--- config.mk ---
export PLATFORM = sky130hd
export DESIGN_NAME = ctm_top
export DESIGN_NICKNAME = d
export VERILOG_FILES = /design/src/hw/ctm_pkg.sv /design/src/hw/ctm_top.sv
export SDC_FILE = /design/constraint.sdc
export NUM_CORES = 1
export LEC_CHECK = 0
export ABC_CLOCK_PERIOD_IN_PS = 2300
export BUFFER_PORTS_ARGS = -buffer_cell sky130_fd_sc_hd__buf_2
export CORE_MARGIN = 4
export CORE_UTILIZATION = 51
export DETAILED_ROUTE_END_ITERATION = 7
export HOLD_SLACK_MARGIN = 0.05
export PLACE_DENSITY = 0.82
export SYNTH_ARGS = -nofsm -noshare
export SYNTH_HDL_FRONTEND = slang
export SYNTH_SLANG_ARGS = --single-unit
--- constraint.sdc ---
create_clock -name clk_i -period 2.3 [get_ports clk_i]
set_clock_uncertainty 0.2 [all_clocks]
set_input_delay 0.46 -clock clk_i [delete_from_list [all_inputs] [get_ports clk_i]]
set_output_delay 0.46 -clock clk_i [all_outputs]
set_load 0.01 [all_outputs]
--- src/hw/ctm_pkg.sv ---
// Purpose: Constants for the compact 10-bit timer block.
// Assumes: 32-bit APB, one byte register per aligned word.
// Notes:   Offsets are byte addresses.
package ctm_pkg;
  // ****************************************
  // Register offsets
  // ****************************************
  localparam logic [7:0] CTM_OFS_PIN_EN0  = 8'h00;
  localparam logic [7:0] CTM_OFS_PIN_EN1  = 8'h04;
  localparam logic [7:0] CTM_OFS_CTRL0    = 8'h08;
  localparam logic [7:0] CTM_OFS_CTRL1    = 8'h0C;
  localparam logic [7:0] CTM_OFS_CNT_LO   = 8'h10;
  localparam logic [7:0] CTM_OFS_CNT_HI   = 8'h14;
  localparam logic [7:0] CTM_OFS_DUTY_LO  = 8'h18;
  localparam logic [7:0] CTM_OFS_DUTY_HI  = 8'h1C;
  localparam logic [7:0] CTM_OFS_PIN_INV  = 8'h20;
  // ****************************************
  // Field positions and reset values
  // ****************************************
  localparam int CTM_C0_PAUSE   = 7;
  localparam int CTM_C0_CKS_LSB = 4;
  localparam int CTM_C0_RUN     = 3;
  localparam int CTM_C1_MODE_LSB = 6;
  localparam int CTM_C1_IO_LSB  = 4;
  localparam int CTM_C1_OC      = 3;
  localparam int CTM_C1_POL     = 2;
  localparam int CTM_C1_DPX     = 1;
  localparam int CTM_C1_CCLR    = 0;
  localparam logic [7:0] CTM_RST_BYTE = 8'h00;
  localparam logic [9:0] CTM_CNT_MAX  = 10'h3FF;
  // ****************************************
  // Clock select and mode codes
  // ****************************************
  localparam logic [2:0] CTM_CK_SYS4  = 3'h0;
  localparam logic [2:0] CTM_CK_SYS   = 3'h1;
  localparam logic [2:0] CTM_CK_H16   = 3'h2;
  localparam logic [2:0] CTM_CK_H64   = 3'h3;
  localparam logic [2:0] CTM_CK_SUB   = 3'h4;
  localparam logic [2:0] CTM_CK_RSVD  = 3'h5;
  localparam logic [2:0] CTM_CK_EXTR  = 3'h6;
  localparam logic [2:0] CTM_CK_EXTF  = 3'h7;
  localparam logic [1:0] CTM_MD_CMP   = 2'h0;
  localparam logic [1:0] CTM_MD_PWM   = 2'h2;
  localparam logic [1:0] CTM_MD_TMR   = 2'h3;
  localparam logic [1:0] CTM_IO_LOW   = 2'h1;
  localparam logic [1:0] CTM_IO_HIGH  = 2'h2;
  localparam logic [1:0] CTM_IO_TOG   = 2'h3;
  // Prescaler terminal values for the divided sources.
  localparam logic [5:0] CTM_DIV4_M   = 6'h03;
  localparam logic [5:0] CTM_DIV16_M  = 6'h0F;
  localparam logic [5:0] CTM_DIV64_M  = 6'h3F;
endpackage

--- src/hw/ctm_top.sv ---
// Purpose: Compact 10-bit timer with APB byte registers.
// Assumes: f_H equals the system clock; sub clock and
//          external clock arrive asynchronously on pins.
// Notes:   Low bytes pass through one shared holding latch.
// Behaviour
// - Ten-bit counter counts up on each selected timer clock tick.
// - Period compare uses counter bits 9..7; duty compare uses all ten.
// - Software cannot load the counter; its one software clear is run-enable rising.
// - Counter clears on overflow or on the selected comparator match.
// - Duty matches raise a duty request; period match or overflow raises a period request only with clear-select 0.
// - Counter byte pair is read-only; duty compare pair is read-write.
// - Low compare byte writes go only into the shared holding latch.
// - High compare byte write also copies the latch into the low byte.
// - High byte read captures the matching low byte into the latch.
// - Low byte reads return the holding latch, not the live byte.
// - Unimplemented register bits read as zero.
// - Pause bit halts counting while the timer stays powered.
// - Counter holds its value in pause and resumes from it.
// - Clock select 0..4 picks fsys/4, fsys, fH/16, fH/64, sub clock.
// - Clock select code 101 supplies no clock to the counter.
// - Codes 110 and 111 count rising and falling external pin edges.
// - Run-enable lets the counter run; clearing it stops the timer.
// - Run-enable rising clears the counter; falling keeps its value.
// - In compare mode run-enable rising restores the initial output level.
// - Each output pin can carry the timer output or its inverse.
// - Pin-enable bit routes its pin to the timer, else other function.
// - Mode 00 compare output, 10 PWM, 11 timer, 01 undefined.
// - Clear-select 0 clears on period match or overflow; 1 on duty match.
// - Period value zero lets the counter overflow after 1024 clocks.
//
// The implementer's own choices: the address map and the APB slave port.
`timescale 1ns/1ns
`default_nettype none
module ctm_top
  import ctm_pkg::*;
(
  input  wire logic        clk_i,
  input  wire logic        sys_rst_i,
  input  wire logic        psel_i,
  input  wire logic        penable_i,
  input  wire logic        pwrite_i,
  input  wire logic [7:0]  paddr_i,
  input  wire logic [31:0] pwdata_i,
  output logic             pready_o,
  output logic             pslverr_o,
  output logic [31:0]      prdata_o,
  input  wire logic        sub_clk_i,
  input  wire logic        ext_clk_i,
  output logic [2:0]       timer_pin_o,
  output logic [2:0]       timer_pin_sel_o,
  output logic             duty_match_o,
  output logic             period_match_o
);
  // ****************************************
  // Registers
  // ****************************************
  logic [7:0]  pin_en0_r;
  logic [2:0]  pin_en1_r;
  logic [2:0]  pin_inv_r;
  logic [7:0]  ctrl0_r;
  logic [7:0]  ctrl1_r;
  logic [9:0]  cnt_r;
  logic [9:0]  duty_r;
  logic [7:0]  latch_r;
  logic [31:0] rdata_r;
  logic        run_d_r;
  logic        out_r;
  logic [2:0]  pin_r;
  logic [2:0]  pin_sel_r;
  logic        amatch_r;
  logic        pmatch_r;
  logic [5:0]  pre_r;
  logic [1:0]  ext_sync_r;
  logic        ext_d_r;
  logic [1:0]  sub_sync_r;
  logic        sub_d_r;

  // ****************************************
  // APB decode
  // ****************************************
  // Setup and access phase qualifiers; the slave never waits.
  wire setup_w  = psel_i & ~penable_i;
  wire access_w = psel_i & penable_i;
  wire wr_w     = access_w & pwrite_i;
  wire rd_w     = access_w & ~pwrite_i;
  wire rd_setup_w = setup_w & ~pwrite_i;
  wire a_pe0    = (paddr_i == CTM_OFS_PIN_EN0);
  wire a_pe1    = (paddr_i == CTM_OFS_PIN_EN1);
  wire a_c0     = (paddr_i == CTM_OFS_CTRL0);
  wire a_c1     = (paddr_i == CTM_OFS_CTRL1);
  wire a_clo    = (paddr_i == CTM_OFS_CNT_LO);
  wire a_chi    = (paddr_i == CTM_OFS_CNT_HI);
  wire a_dlo    = (paddr_i == CTM_OFS_DUTY_LO);
  wire a_dhi    = (paddr_i == CTM_OFS_DUTY_HI);
  wire a_inv    = (paddr_i == CTM_OFS_PIN_INV);
  wire mapped_w = a_pe0 | a_pe1 | a_c0 | a_c1 | a_clo | a_chi | a_dlo | a_dhi | a_inv;
  assign pready_o  = 1'b1;
  assign pslverr_o = access_w & ~mapped_w;
  assign prdata_o  = rdata_r;

  // Read mux; unused upper bits and reserved fields read zero.
  logic [7:0] rmux;
  always_comb begin
    if (a_pe0) begin
      rmux = pin_en0_r;
    end else if (a_pe1) begin
      rmux = {5'h00, pin_en1_r};
    end else if (a_inv) begin
      rmux = {5'h00, pin_inv_r};
    end else if (a_c0) begin
      rmux = ctrl0_r;
    end else if (a_c1) begin
      rmux = ctrl1_r;
    end else if (a_clo | a_dlo) begin
      rmux = latch_r;
    end else if (a_chi) begin
      rmux = {6'h00, cnt_r[9:8]};
    end else if (a_dhi) begin
      rmux = {6'h00, duty_r[9:8]};
    end else begin
      rmux = CTM_RST_BYTE;
    end
  end

  // ****************************************
  // Control fields
  // ****************************************
  wire       pause_w  = ctrl0_r[CTM_C0_PAUSE];
  wire [2:0] cks_w    = ctrl0_r[CTM_C0_CKS_LSB +: 3];
  wire       run_w    = ctrl0_r[CTM_C0_RUN];
  wire [2:0] per_w    = ctrl0_r[2:0];
  wire [1:0] mode_w   = ctrl1_r[CTM_C1_MODE_LSB +: 2];
  wire [1:0] io_w     = ctrl1_r[CTM_C1_IO_LSB +: 2];
  wire       oc_w     = ctrl1_r[CTM_C1_OC];
  wire       pol_w    = ctrl1_r[CTM_C1_POL];
  wire       dpx_w    = ctrl1_r[CTM_C1_DPX];
  wire       cclr_w   = ctrl1_r[CTM_C1_CCLR];
  wire       run_rise = run_w & ~run_d_r;

  // ****************************************
  // Clock source selection
  // ****************************************
  // Pins pass two flops; edge detection reads only the second.
  wire ext_rise = ext_sync_r[1] & ~ext_d_r;
  wire ext_fall = ~ext_sync_r[1] & ext_d_r;
  wire sub_rise = sub_sync_r[1] & ~sub_d_r;
  logic tick_src;
  always_comb begin
    case (cks_w)
      CTM_CK_SYS4: tick_src = (pre_r[1:0] == CTM_DIV4_M[1:0]);
      CTM_CK_SYS:  tick_src = 1'b1;
      CTM_CK_H16:  tick_src = (pre_r[3:0] == CTM_DIV16_M[3:0]);
      CTM_CK_H64:  tick_src = (pre_r == CTM_DIV64_M);
      CTM_CK_SUB:  tick_src = sub_rise;
      CTM_CK_EXTR: tick_src = ext_rise;
      CTM_CK_EXTF: tick_src = ext_fall;
      default:     tick_src = 1'b0;
    endcase
  end
  // Counting needs run on and pause off.
  wire tick_w = tick_src & run_w & ~pause_w;

  // ****************************************
  // Comparators and clear
  // ****************************************
  // Period match fires on the last count of the period so that
  // the period is exactly value times 128 clocks.
  wire [9:0] cnt_inc  = cnt_r + 10'h001;
  wire       ovf_w    = (cnt_r == CTM_CNT_MAX);
  wire       pm_w     = (per_w != 3'h0) & (cnt_inc[9:7] == per_w) & (cnt_inc[6:0] == 7'h00);
  wire       am_w     = (cnt_r == duty_r) & (duty_r != 10'h000);
  wire       clr_p    = ~cclr_w & (pm_w | (per_w == 3'h0 & ovf_w));
  wire       clr_a    = cclr_w & (am_w | ((duty_r == 10'h000) & ovf_w));
  wire       clr_w    = clr_p | clr_a | ovf_w;

  // Counter; no software load path exists.
  always_ff @(posedge clk_i) begin
    if (sys_rst_i) begin
      cnt_r <= 10'h000;
    end else if (run_rise) begin
      cnt_r <= 10'h000;
    end else if (tick_w) begin
      cnt_r <= clr_w ? 10'h000 : cnt_inc;
    end
  end

  // Request pulses; period requests vanish with clear-select high.
  always_ff @(posedge clk_i) begin
    if (sys_rst_i) begin
      amatch_r <= 1'b0;
      pmatch_r <= 1'b0;
    end else begin
      amatch_r <= tick_w & am_w;
      pmatch_r <= tick_w & ~cclr_w & (pm_w | (per_w == 3'h0 & ovf_w));
    end
  end
  assign duty_match_o   = amatch_r;
  assign period_match_o = pmatch_r;

  // ****************************************
  // Timer output
  // ****************************************
  // PWM active while the counter is below the duty value; the
  // duplex bit swaps which compare sets the duty.
  wire [9:0] pwm_duty = dpx_w ? {per_w, 7'h00} : duty_r;
  wire       pwm_on   = (cnt_r < pwm_duty) ? oc_w : ~oc_w;
  logic      cmp_nxt;
  always_comb begin
    case (io_w)
      CTM_IO_LOW:  cmp_nxt = 1'b0;
      CTM_IO_HIGH: cmp_nxt = 1'b1;
      CTM_IO_TOG:  cmp_nxt = ~out_r;
      default:     cmp_nxt = out_r;
    endcase
  end
  always_ff @(posedge clk_i) begin
    if (sys_rst_i) begin
      out_r <= 1'b0;
    end else if (mode_w == CTM_MD_CMP) begin
      if (run_rise) begin
        out_r <= oc_w;
      end else if (tick_w & am_w) begin
        out_r <= cmp_nxt;
      end
    end else if (mode_w == CTM_MD_PWM) begin
      out_r <= run_w & pwm_on;
    end
  end

  // Pin routing: each enabled pin carries output or its inverse.
  wire       pol_out  = (mode_w == CTM_MD_TMR) ? out_r : (out_r ^ pol_w);
  wire [2:0] pin_nxt  = pin_en0_r[2:0] & ({3{pol_out}} ^ pin_inv_r);
  always_ff @(posedge clk_i) begin
    if (sys_rst_i) begin
      pin_r     <= 3'h0;
      pin_sel_r <= 3'h0;
    end else begin
      pin_r     <= pin_nxt;
      pin_sel_r <= pin_en0_r[2:0];
    end
  end
  assign timer_pin_o     = pin_r;
  assign timer_pin_sel_o = pin_sel_r;

  // ****************************************
  // Synchronisers and prescaler
  // ****************************************
  always_ff @(posedge clk_i) begin
    if (sys_rst_i) begin
      ext_sync_r <= 2'h0;
      ext_d_r    <= 1'b0;
      sub_sync_r <= 2'h0;
      sub_d_r    <= 1'b0;
      pre_r      <= 6'h00;
      run_d_r    <= 1'b0;
    end else begin
      ext_sync_r <= {ext_sync_r[0], ext_clk_i};
      ext_d_r    <= ext_sync_r[1];
      sub_sync_r <= {sub_sync_r[0], sub_clk_i};
      sub_d_r    <= sub_sync_r[1];
      pre_r      <= pre_r + 6'h01;
      run_d_r    <= run_w;
    end
  end

  // ****************************************
  // Register writes and byte latch
  // ****************************************
  // Read data is loaded in setup so it is stable in access.
  always_ff @(posedge clk_i) begin
    if (sys_rst_i) begin
      rdata_r <= 32'h0000_0000;
    end else if (setup_w) begin
      rdata_r <= {24'h00_0000, rmux};
    end
  end

  // Control and pin registers.
  always_ff @(posedge clk_i) begin
    if (sys_rst_i) begin
      pin_en0_r <= CTM_RST_BYTE;
      pin_en1_r <= 3'h0;
      pin_inv_r <= 3'h0;
      ctrl0_r   <= CTM_RST_BYTE;
      ctrl1_r   <= CTM_RST_BYTE;
    end else if (wr_w) begin
      if (a_pe0) begin
        pin_en0_r <= pwdata_i[7:0];
      end else if (a_pe1) begin
        pin_en1_r <= pwdata_i[2:0];
      end else if (a_inv) begin
        pin_inv_r <= pwdata_i[2:0];
      end else if (a_c0) begin
        ctrl0_r <= pwdata_i[7:0];
      end else if (a_c1) begin
        ctrl1_r <= pwdata_i[7:0];
      end
    end
  end

  // Shared latch and duty pair; counter bytes are never written.
  // The counter low byte is caught at setup, the same edge that samples the high byte.
  always_ff @(posedge clk_i) begin
    if (sys_rst_i) begin
      latch_r <= CTM_RST_BYTE;
      duty_r  <= 10'h000;
    end else if (wr_w & a_dlo) begin
      latch_r <= pwdata_i[7:0];
    end else if (wr_w & a_dhi) begin
      duty_r <= {pwdata_i[1:0], latch_r};
    end else if (rd_setup_w & a_chi) begin
      latch_r <= cnt_r[7:0];
    end else if (rd_w & a_dhi) begin
      latch_r <= duty_r[7:0];
    end
  end

  // ****************************************
  // Assertions
  // ****************************************
  AST_RUN_CLR: assert property (@(posedge clk_i) disable iff (sys_rst_i)
    run_rise |=> cnt_r == 10'h000) else $error("Run rise did not clear counter.");
  AST_PAUSE_HOLD: assert property (@(posedge clk_i) disable iff (sys_rst_i)
    (pause_w & ~run_rise) |=> $stable(cnt_r)) else $error("Counter moved in pause.");
  AST_RSVD_CK: assert property (@(posedge clk_i) disable iff (sys_rst_i)
    (cks_w == CTM_CK_RSVD & run_w & ~run_rise) |=> $stable(cnt_r))
    else $error("Reserved clock advanced counter.");
  AST_OFF_HOLD: assert property (@(posedge clk_i) disable iff (sys_rst_i)
    (~run_w) |=> $stable(cnt_r)) else $error("Counter moved while off.");
  AST_COUNT_UP: assert property (@(posedge clk_i) disable iff (sys_rst_i)
    (tick_w & ~clr_w & ~run_rise) |=> cnt_r == $past(cnt_r) + 10'h001)
    else $error("Counter did not step by one.");
  AST_LO_WR: assert property (@(posedge clk_i) disable iff (sys_rst_i)
    (wr_w & a_dlo) |=> (latch_r == $past(pwdata_i[7:0])) && $stable(duty_r))
    else $error("Low write touched live byte.");
  AST_HI_WR: assert property (@(posedge clk_i) disable iff (sys_rst_i)
    (wr_w & a_dhi) |=> duty_r == {$past(pwdata_i[1:0]), $past(latch_r)})
    else $error("High write did not copy latch.");
  AST_HI_RD: assert property (@(posedge clk_i) disable iff (sys_rst_i)
    (rd_setup_w & a_chi) |=> latch_r == $past(cnt_r[7:0]))
    else $error("High read did not capture low byte.");
  AST_EXT_ONCE: assert property (@(posedge clk_i) disable iff (sys_rst_i)
    (cks_w == CTM_CK_EXTR & ~run_rise & ~ext_rise) |=> $stable(cnt_r))
    else $error("Counter moved without a pin edge.");
  AST_NO_PF: assert property (@(posedge clk_i) disable iff (sys_rst_i)
    cclr_w |=> ~pmatch_r) else $error("Period request with clear-select high.");
  AST_CMP_INIT: assert property (@(posedge clk_i) disable iff (sys_rst_i)
    (run_rise & mode_w == CTM_MD_CMP) |=> out_r == $past(oc_w))
    else $error("Output not restored to initial level.");
  // Clear paths, counter byte writes and low reads, pin disable and clock source checks.
  AST_DUTY_CLR: assert property (@(posedge clk_i) disable iff (sys_rst_i)
    (cclr_w & tick_w & am_w & ~run_rise) |=> cnt_r == 10'h000)
    else $error("Duty match did not clear counter.");
  AST_PER_CLR: assert property (@(posedge clk_i) disable iff (sys_rst_i)
    (~cclr_w & tick_w & pm_w & ~run_rise) |=> cnt_r == 10'h000)
    else $error("Period match did not clear counter.");
  AST_OVF_WRAP: assert property (@(posedge clk_i) disable iff (sys_rst_i)
    (tick_w & ovf_w & ~run_rise) |=> cnt_r == 10'h000)
    else $error("Counter did not clear on overflow.");
  AST_RO_CNT: assert property (@(posedge clk_i) disable iff (sys_rst_i)
    (wr_w & (a_clo | a_chi) & ~tick_w & ~run_rise) |=> $stable(cnt_r))
    else $error("Counter byte write changed counter.");
  AST_LO_RD: assert property (@(posedge clk_i) disable iff (sys_rst_i)
    (setup_w & (a_clo | a_dlo)) |=> rdata_r == {24'h00_0000, $past(latch_r)})
    else $error("Low byte read did not return latch.");
  AST_PIN_OFF: assert property (@(posedge clk_i) disable iff (sys_rst_i)
    (~pin_en0_r[0]) |=> timer_pin_o[0] == 1'b0) else $error("Disabled pin carries timer output.");
  AST_CK_SYS: assert property (@(posedge clk_i) disable iff (sys_rst_i)
    (cks_w == CTM_CK_SYS & run_w & ~pause_w & ~run_rise & ~clr_w) |=> cnt_r == $past(cnt_r) + 10'h001)
    else $error("System clock select missed a count.");
  AST_EXT_FALL: assert property (@(posedge clk_i) disable iff (sys_rst_i)
    (cks_w == CTM_CK_EXTF & run_w & ~pause_w & ~run_rise & ext_fall & ~clr_w)
    |=> cnt_r == $past(cnt_r) + 10'h001)
    else $error("Falling pin edge not counted.");
endmodule
`default_nettype wire

==> impl_results.md, run 1 <==
- Wire length of the first global-routing pass: 21300 um
- Finish-stage setup viols: 0
- Sequential standard cell area: 1770 sq um
- Num rows: 35
- Root Buffer Master: sky130_fd_sc_hd__clkbuf_8
- Area taken by multi-input logic gates: 3050 sq um
- Register clock-pin slew on the reported worst setup and hold paths: 90 ps
- Die W: 107 um
- Fraction of the yosys area taken by sequential cells: 0.354
- Share of flip-flops with an asynchronous set or reset: 0
- Worst Hold Path EP: ext_sync_r[0]
- Total standard cell area after synthesis: 4970 sq um
- Kind of end point of the critical path: flop
- Power per standard cell area: 498 nW/um^2
- Half-perimeter wire length after placement: 9520 um
- Pin count of the biggest net entering global routing: 46
- Post-layout worst setup margin: 29.3 ps
- Worst vdd ir: 337 uV
- Hold Path Stages: 2
- Vias in the first global route: 4407
- Vias post-DR: 4655
- Worst hold slack after final layout: 102 ps
- Origin of the critical flop-to-flop path: cnt_r[0]
- Result of the run: complete, no violations
- Core Box Area: 9370 sq um
- Sum of internal, switching and leakage power: 0.00299 W
- IO Count: 89
- Routed wire per std cell: 16.3 um
- Antenna violations before repair: 0
- Clock latency at the later pin of the worst-skew pair: 370 ps
- Worst endpoint required time: 2380 ps
- Tightest Pin Transition: 587 ps
- Pre-CTS worst setup slack: -211 ps
- Number of synthesized register bits: 88
- Count of warnings emitted by yosys: 0
- Area Overhead vs Synth: 20.8%
- Fmax achieved: 0.440 GHz
- Placed Instances: 790
- Routability Congestion: 0.934
- Dominant synthesized flop cell: sky130_fd_sc_hd__dfxtp_1
- Startpoint of the lowest-slack hold path: ext_clk_i
- Number of detailed-routing iterations run before antenna repair: 5
- Worst min-delay path class: in -> reg
- Share of final-layout standard cells stronger than drive strength 1: 0.239
- Data arrival time at the worst-slack endpoint: 2350 ps
- Maximum net fanout on the critical path: 9
- Final net count: 738
- Remaining antenna violation count: 0
- Fillers: 751
- Number of max-slew violations in the final report: 0
- CP Launch Type: input port
- Die Ht: 107 um
- Clock tree from TritonCTS: built
- Vias per inst: 5.74
- FF-to-FF End: cnt_r[7]
- Antenna Cells: 0
- Post-route DRC: 0
- Number of distinct library cells after synthesis: 65
- Input/output buffers: 39
- Start point of the critical path: paddr_i[5]
- Total count of hold-check failures in the final report: 0
- Setup repair after global routing missed its margin: true
- Classification of the worst setup path: in -> reg
- Cell depth of the worst flop-to-flop path: 9
- Max-capacitance violation count: 0
- Combined global-route utilization of all metal layers: 0.230
- Final global-route overflow total: 0
- Bufs on Longest Clock Path: 2
- Final period util: 0.987
- CTS sink count: 88
- Reg-to-reg setup timing slack: 60 ps
- Initial Util: 0.531
- Remaining max-slew budget at the tightest pin: 0.608
- Leakage power of the design: 2.55 nW
- Number of cells produced by synthesis: 600
- Die ar.: 11400 sq um
- Min Clock Period, post-route: 2270 ps
- Syn_area_per_cell: 8.29 sq um
- Final wirelength: 13200 um
- TritonCTS Buffers: 9
- Number of flops mapped to enable cells by yosys: 0
- DRT iter0 DRCs: 438
- Final instance count without filler cells: 811
- H-tree depth: 3
==> how the worst max path moves through the flow <==
stage,slack [ps],cells past startpoint,to
global placement,-190,7,ctrl0_r[2]
global route,-40,8,cnt_r[7]
CTS,10,8,cnt_r[3]
finish,30,9,ctrl0_r[2]
detailed placement,-210,9,ctrl0_r[2]
floorplan,-3,7,pin_en1_r[0]
==> critical path: stages <==
cell                      delay (ps)
sky130_fd_sc_hd__buf_2           110
sky130_fd_sc_hd__or4_4           540
sky130_fd_sc_hd__nor3_1          300
sky130_fd_sc_hd__nand2_1         130
sky130_fd_sc_hd__buf_4           190
sky130_fd_sc_hd__nor3_2          150
sky130_fd_sc_hd__buf_4           200
sky130_fd_sc_hd__nand2_1          70
sky130_fd_sc_hd__a21oi_1         180
==> per-stage QoR <==
stage	setup TNS [ps]	instance area, sq um	utilization
2_1_floorplan	-8.46	5060	-
3_3_place_gp	-5800	5560	0.593
3_5_place_dp	-7370	5560	0.593
4_1_cts	0	5850	0.624
5_1_grt	-201	6010	0.641
6_report	0	6010	0.641
==> Yosys cell counts (2+ instances only) <==
master	n	area, sq um
sky130_fd_sc_hd__nor3_1	9	45.0
sky130_fd_sc_hd__o21ai_1	3	15.0
sky130_fd_sc_hd__a311o_1	2	20.0
sky130_fd_sc_hd__nand2b_1	9	56.3
sky130_fd_sc_hd__conb_1	2	7.51
sky130_fd_sc_hd__mux2i_1	47	470
sky130_fd_sc_hd__xnor2_1	3	26.3
sky130_fd_sc_hd__clkbuf_1	18	67.6
sky130_fd_sc_hd__buf_1	5	18.8
sky130_fd_sc_hd__o21a_1	2	15.0
sky130_fd_sc_hd__ha_1	14	175
sky130_fd_sc_hd__a2111oi_0	2	17.5
sky130_fd_sc_hd__o211ai_1	10	75.1
sky130_fd_sc_hd__nand3_1	21	105
sky130_fd_sc_hd__o21ai_0	12	60.1
sky130_fd_sc_hd__nand4b_1	3	26.3
sky130_fd_sc_hd__xor2_1	19	166
sky130_fd_sc_hd__nand4_1	13	81.3
sky130_fd_sc_hd__and3_1	6	37.5
sky130_fd_sc_hd__inv_1	7	26.3
sky130_fd_sc_hd__and2_1	4	25.0
sky130_fd_sc_hd__buf_2	14	70.1
sky130_fd_sc_hd__a211oi_1	10	75.1
sky130_fd_sc_hd__nor3b_1	2	15.0
sky130_fd_sc_hd__nor4_1	6	37.5
sky130_fd_sc_hd__nor2b_1	20	125
sky130_fd_sc_hd__o41ai_1	2	17.5
sky130_fd_sc_hd__buf_4	28	210
sky130_fd_sc_hd__or4_1	4	30.0
sky130_fd_sc_hd__a31oi_1	7	43.8
sky130_fd_sc_hd__and4_1	5	43.8
sky130_fd_sc_hd__a21o_1	2	15.0
sky130_fd_sc_hd__nand2_1	76	285
sky130_fd_sc_hd__dfxtp_1	88	1760
sky130_fd_sc_hd__a21oi_1	43	215
sky130_fd_sc_hd__nor2_1	53	199
==> metal layers <==
metal | vias to the layer above | global-route usage | wire [um]
met5 | - | 0 | 0
met4 | 0 | 0.115 | 691
met3 | 56 | 0.0373 | 985
met2 | 234 | 0.367 | 5950
met1 | 2141 | 0.300 | 5600
li1 | 2224 | - | -
==> power breakdown <==
group | switching (W) | leakage, nW | internal (W) | total [W]
sequential | 0.00000867 | 0.716 | 0.00154 | 0.00154
combinational | 0.000124 | 1.72 | 0.0000639 | 0.000188
clock | 0.000603 | 0.119 | 0.000659 | 0.00126
total | 0.000735 | 2.55 | 0.00226 | 0.00299
==> flip-flops by register name (all words and copies together) (netlist names), 2 cells and up <==
name and count:
cnt_r 10, duty_r 10, ctrl0_r 8, ctrl1_r 8, latch_r 8, pin_en0_r 8
prdata_o 8, pre_r 6, pin_en1_r 3, pin_inv_r 3, timer_pin_o 3, timer_pin_sel_o 3
ext_sync_r 2, sub_sync_r 2
==> final cells by class <==
cell class	count	area share
clock buffer	10	0.0229
clock inverter	6	0.0162
timing repair buffer	108	0.126
inverter	7	0.00437
tap	129	0.0269
sequential	88	0.295
multi-input combinational	463	0.508
==> kinds of logic after synthesis <==
logic type	synth area share
xor gates and xnor gates	0.0387
AOI/OAI and AO/OA	0.144
buffers and inverters	0.0790
adders and majority gates	0.0352
muxes	0.0946
DFF	0.354
other	0.00151
and+or+nand+nor	0.252
==> what timing repair did <==
action / 4_1_cts / 5_1_grt
endpoints found under the setup margin: 10 / 12
gates cloned: 0 / 0
buffers inserted: 1 / 4
hold buffers: 0 / 0
endpoints found under the hold margin: 0 / 0
pin swaps: 4 / 11
gates resized for setup: 16 / 25
==> cell usage in the layout (no fill, tap or decap), types with 10 or more instances in the layout <==
cell                       instances
sky130_fd_sc_hd__clkbuf_8         10
sky130_fd_sc_hd__nand2_1          76
sky130_fd_sc_hd__nand4_1          13
sky130_fd_sc_hd__conb_1           25
sky130_fd_sc_hd__nor2b_1          19
sky130_fd_sc_hd__a21oi_1          43
sky130_fd_sc_hd__o211ai_1         10
sky130_fd_sc_hd__buf_2            38
sky130_fd_sc_hd__dfxtp_1          80
sky130_fd_sc_hd__xor2_1           19
sky130_fd_sc_hd__mux2i_1          47
sky130_fd_sc_hd__nor2_1           53
sky130_fd_sc_hd__nand3_1          20
sky130_fd_sc_hd__o21ai_0          10
sky130_fd_sc_hd__buf_4            63
sky130_fd_sc_hd__ha_1             12
Power figures use the tool's default switching activity.
==> inputs of run 2 (changes only) <==
ABC_CLOCK_PERIOD_IN_PS = 2700   (was 2300)
CORE_UTILIZATION = 61   (was 51)
PLACE_DENSITY = 0.91   (was 0.82)
clock period = 2.7 ns   (was 2.3 ns; I/O delays follow)
==> impl_results.md, run 2 (synthesis gave the netlist of run 1 again) <==
- Kind of end point of the critical path: primary output
- H-tree depth: 3
- TritonCTS Buffers: 9
- Pin count of the biggest net entering global routing: 52
- Vias per inst: 6.23
- Final global-route overflow total: 0
- Total count of hold-check failures in the final report: 0
- Initial Util: 0.637
- Num rows: 32
- Final period util: 0.965
- Remaining max-slew budget at the tightest pin: 0.524
- Pre-CTS worst setup slack: 71.4 ps
- Routability Congestion: 0.900
- Worst vdd ir: 260 uV
- Core Box Area: 7810 sq um
- Wire length of the first global-routing pass: 21100 um
- Result of the run: complete, no violations
- Final cell utilization of the core: 0.704
- Post-route DRC: 0
- Final net count: 696
- Combined global-route utilization of all metal layers: 0.265
- Maximum net fanout on the critical path: 6
- Bufs on Longest Clock Path: 2
- Tightest Pin Transition: 713 ps
- Power per standard cell area: 474 nW/um^2
- Largest registers: cnt_r x10, duty_r x10
- CTS sink count: 88
- Share of final-layout standard cells stronger than drive strength 1: 0.147
- Clock tree from TritonCTS: built
- Root Buffer Master: sky130_fd_sc_hd__clkbuf_8
- Sum of negative setup slack: 0 ps
- Post-layout worst setup margin: 95.0 ps
- Number of max-slew violations in the final report: 0
- Area Overhead vs Synth: 10.5%
- Classification of the worst setup path: in -> out
- Worst hold slack after final layout: 189 ps
- Register clock-pin slew on the reported worst setup and hold paths: 90 ps
- Clock latency at the later pin of the worst-skew pair: 360 ps
- Remaining antenna violation count: 0
- Sum of internal, switching and leakage power: 0.00261 W
- Die Ht: 98.3 um
- Antenna Cells: 0
- Fmax achieved: 0.384 GHz
- Vias post-DR: 4621
- Data arrival time at the worst-slack endpoint: 1860 ps
- Finish-stage setup viols: 0
- Worst endpoint required time: 1960 ps
- Min Clock Period, post-route: 2600 ps
- Vias in the first global route: 4379
- Input/output buffers: 39
- Setup repair after global routing missed its margin: false
- Routed wire per std cell: 17.5 um
- DRT iter0 DRCs: 579
- IO Count: 89
- Leakage power of the design: 2.28 nW
- Half-perimeter wire length after placement: 9220 um
- Worst min-delay path class: in -> reg
- Die W: 98.3 um
- Most common cell after layout, fill and taps aside: sky130_fd_sc_hd__dfxtp_1
- Commonest cells after routing, fill and taps aside: 88 x sky130_fd_sc_hd__dfxtp_1, 76 x sky130_fd_sc_hd__nand2_1, 53 x sky130_fd_sc_hd__nor2_1
- CP Launch Type: input port
- Antenna violations before repair: 0
- Final wirelength: 13000 um
- Number of detailed-routing iterations run before antenna repair: 6
- Die ar.: 9660 sq um
- Max-capacitance violation count: 0
## run 2: cell count changes in the layout (fill, tap and decap cells not counted), sizes merged
cell	change
buf	-42
bufinv	+1
clkbuf	-1
clkinv	-1
clkinvlp	+1
## run 2: final timing paths
check | from | to | slack (ps) | cells past startpoint
setup / recovery | paddr_i[1] | pslverr_o | 100 | 5
hold / removal | sub_clk_i | sub_sync_r[0] | 190 | 2
setup reg to reg | cnt_r[2] | period_match_o | 230 | 6
hold reg to reg | ext_sync_r[0] | ext_sync_r[1] | 250 | 1
## run 2: stage by stage
step,instance area [sq um],cells
after global routing,5500,742
after CTS,5480,742
after global placement,5230,726
after detailed placement,5230,726
after floorplan,5060,623
final,5500,742
## run 2: repair_timing
item,in CTS,in global routing
setup endpoints to repair,0,2
resized for setup,0,2
setup buffers,0,0
hold buffers,0,0
## run 2: routing by layer
layer | up-vias | global-route usage | wire [um]
met4 | 0 | 0.130 | 577
met5 | - | 0 | 0
met3 | 59 | 0.0514 | 1040
met1 | 2163 | 0.322 | 5140
met2 | 263 | 0.448 | 6260
li1 | 2136 | - | -
## run 2: power by group
group	leakage, nW	switching (W)	internal, W	total [W]
clock	0.122	0.000514	0.000628	0.00114
combinational	1.44	0.000102	0.0000446	0.000147
sequential	0.711	0.00000719	0.00131	0.00132
total	2.28	0.000624	0.00198	0.00261
## run 2: final cells by class
| cell class | instances | area (sq um) |
|---|---|---|
| clock buffers | 9 | 124 |
| clock inverters | 7 | 126 |
| fillers | 575 | 2310 |
| inverters | 7 | 26.3 |
| multi-input cells | 463 | 2920 |
| flip-flops and latches | 88 | 1760 |
| well taps | 102 | 128 |
| repair buffers | 66 | 410 |
## run 2: critical path, stage by stage
cell,delay (ps)
sky130_fd_sc_hd__buf_2,110
sky130_fd_sc_hd__or4_1,690
sky130_fd_sc_hd__nor4_4,300
sky130_fd_sc_hd__nor2_1,70
sky130_fd_sc_hd__buf_2,140
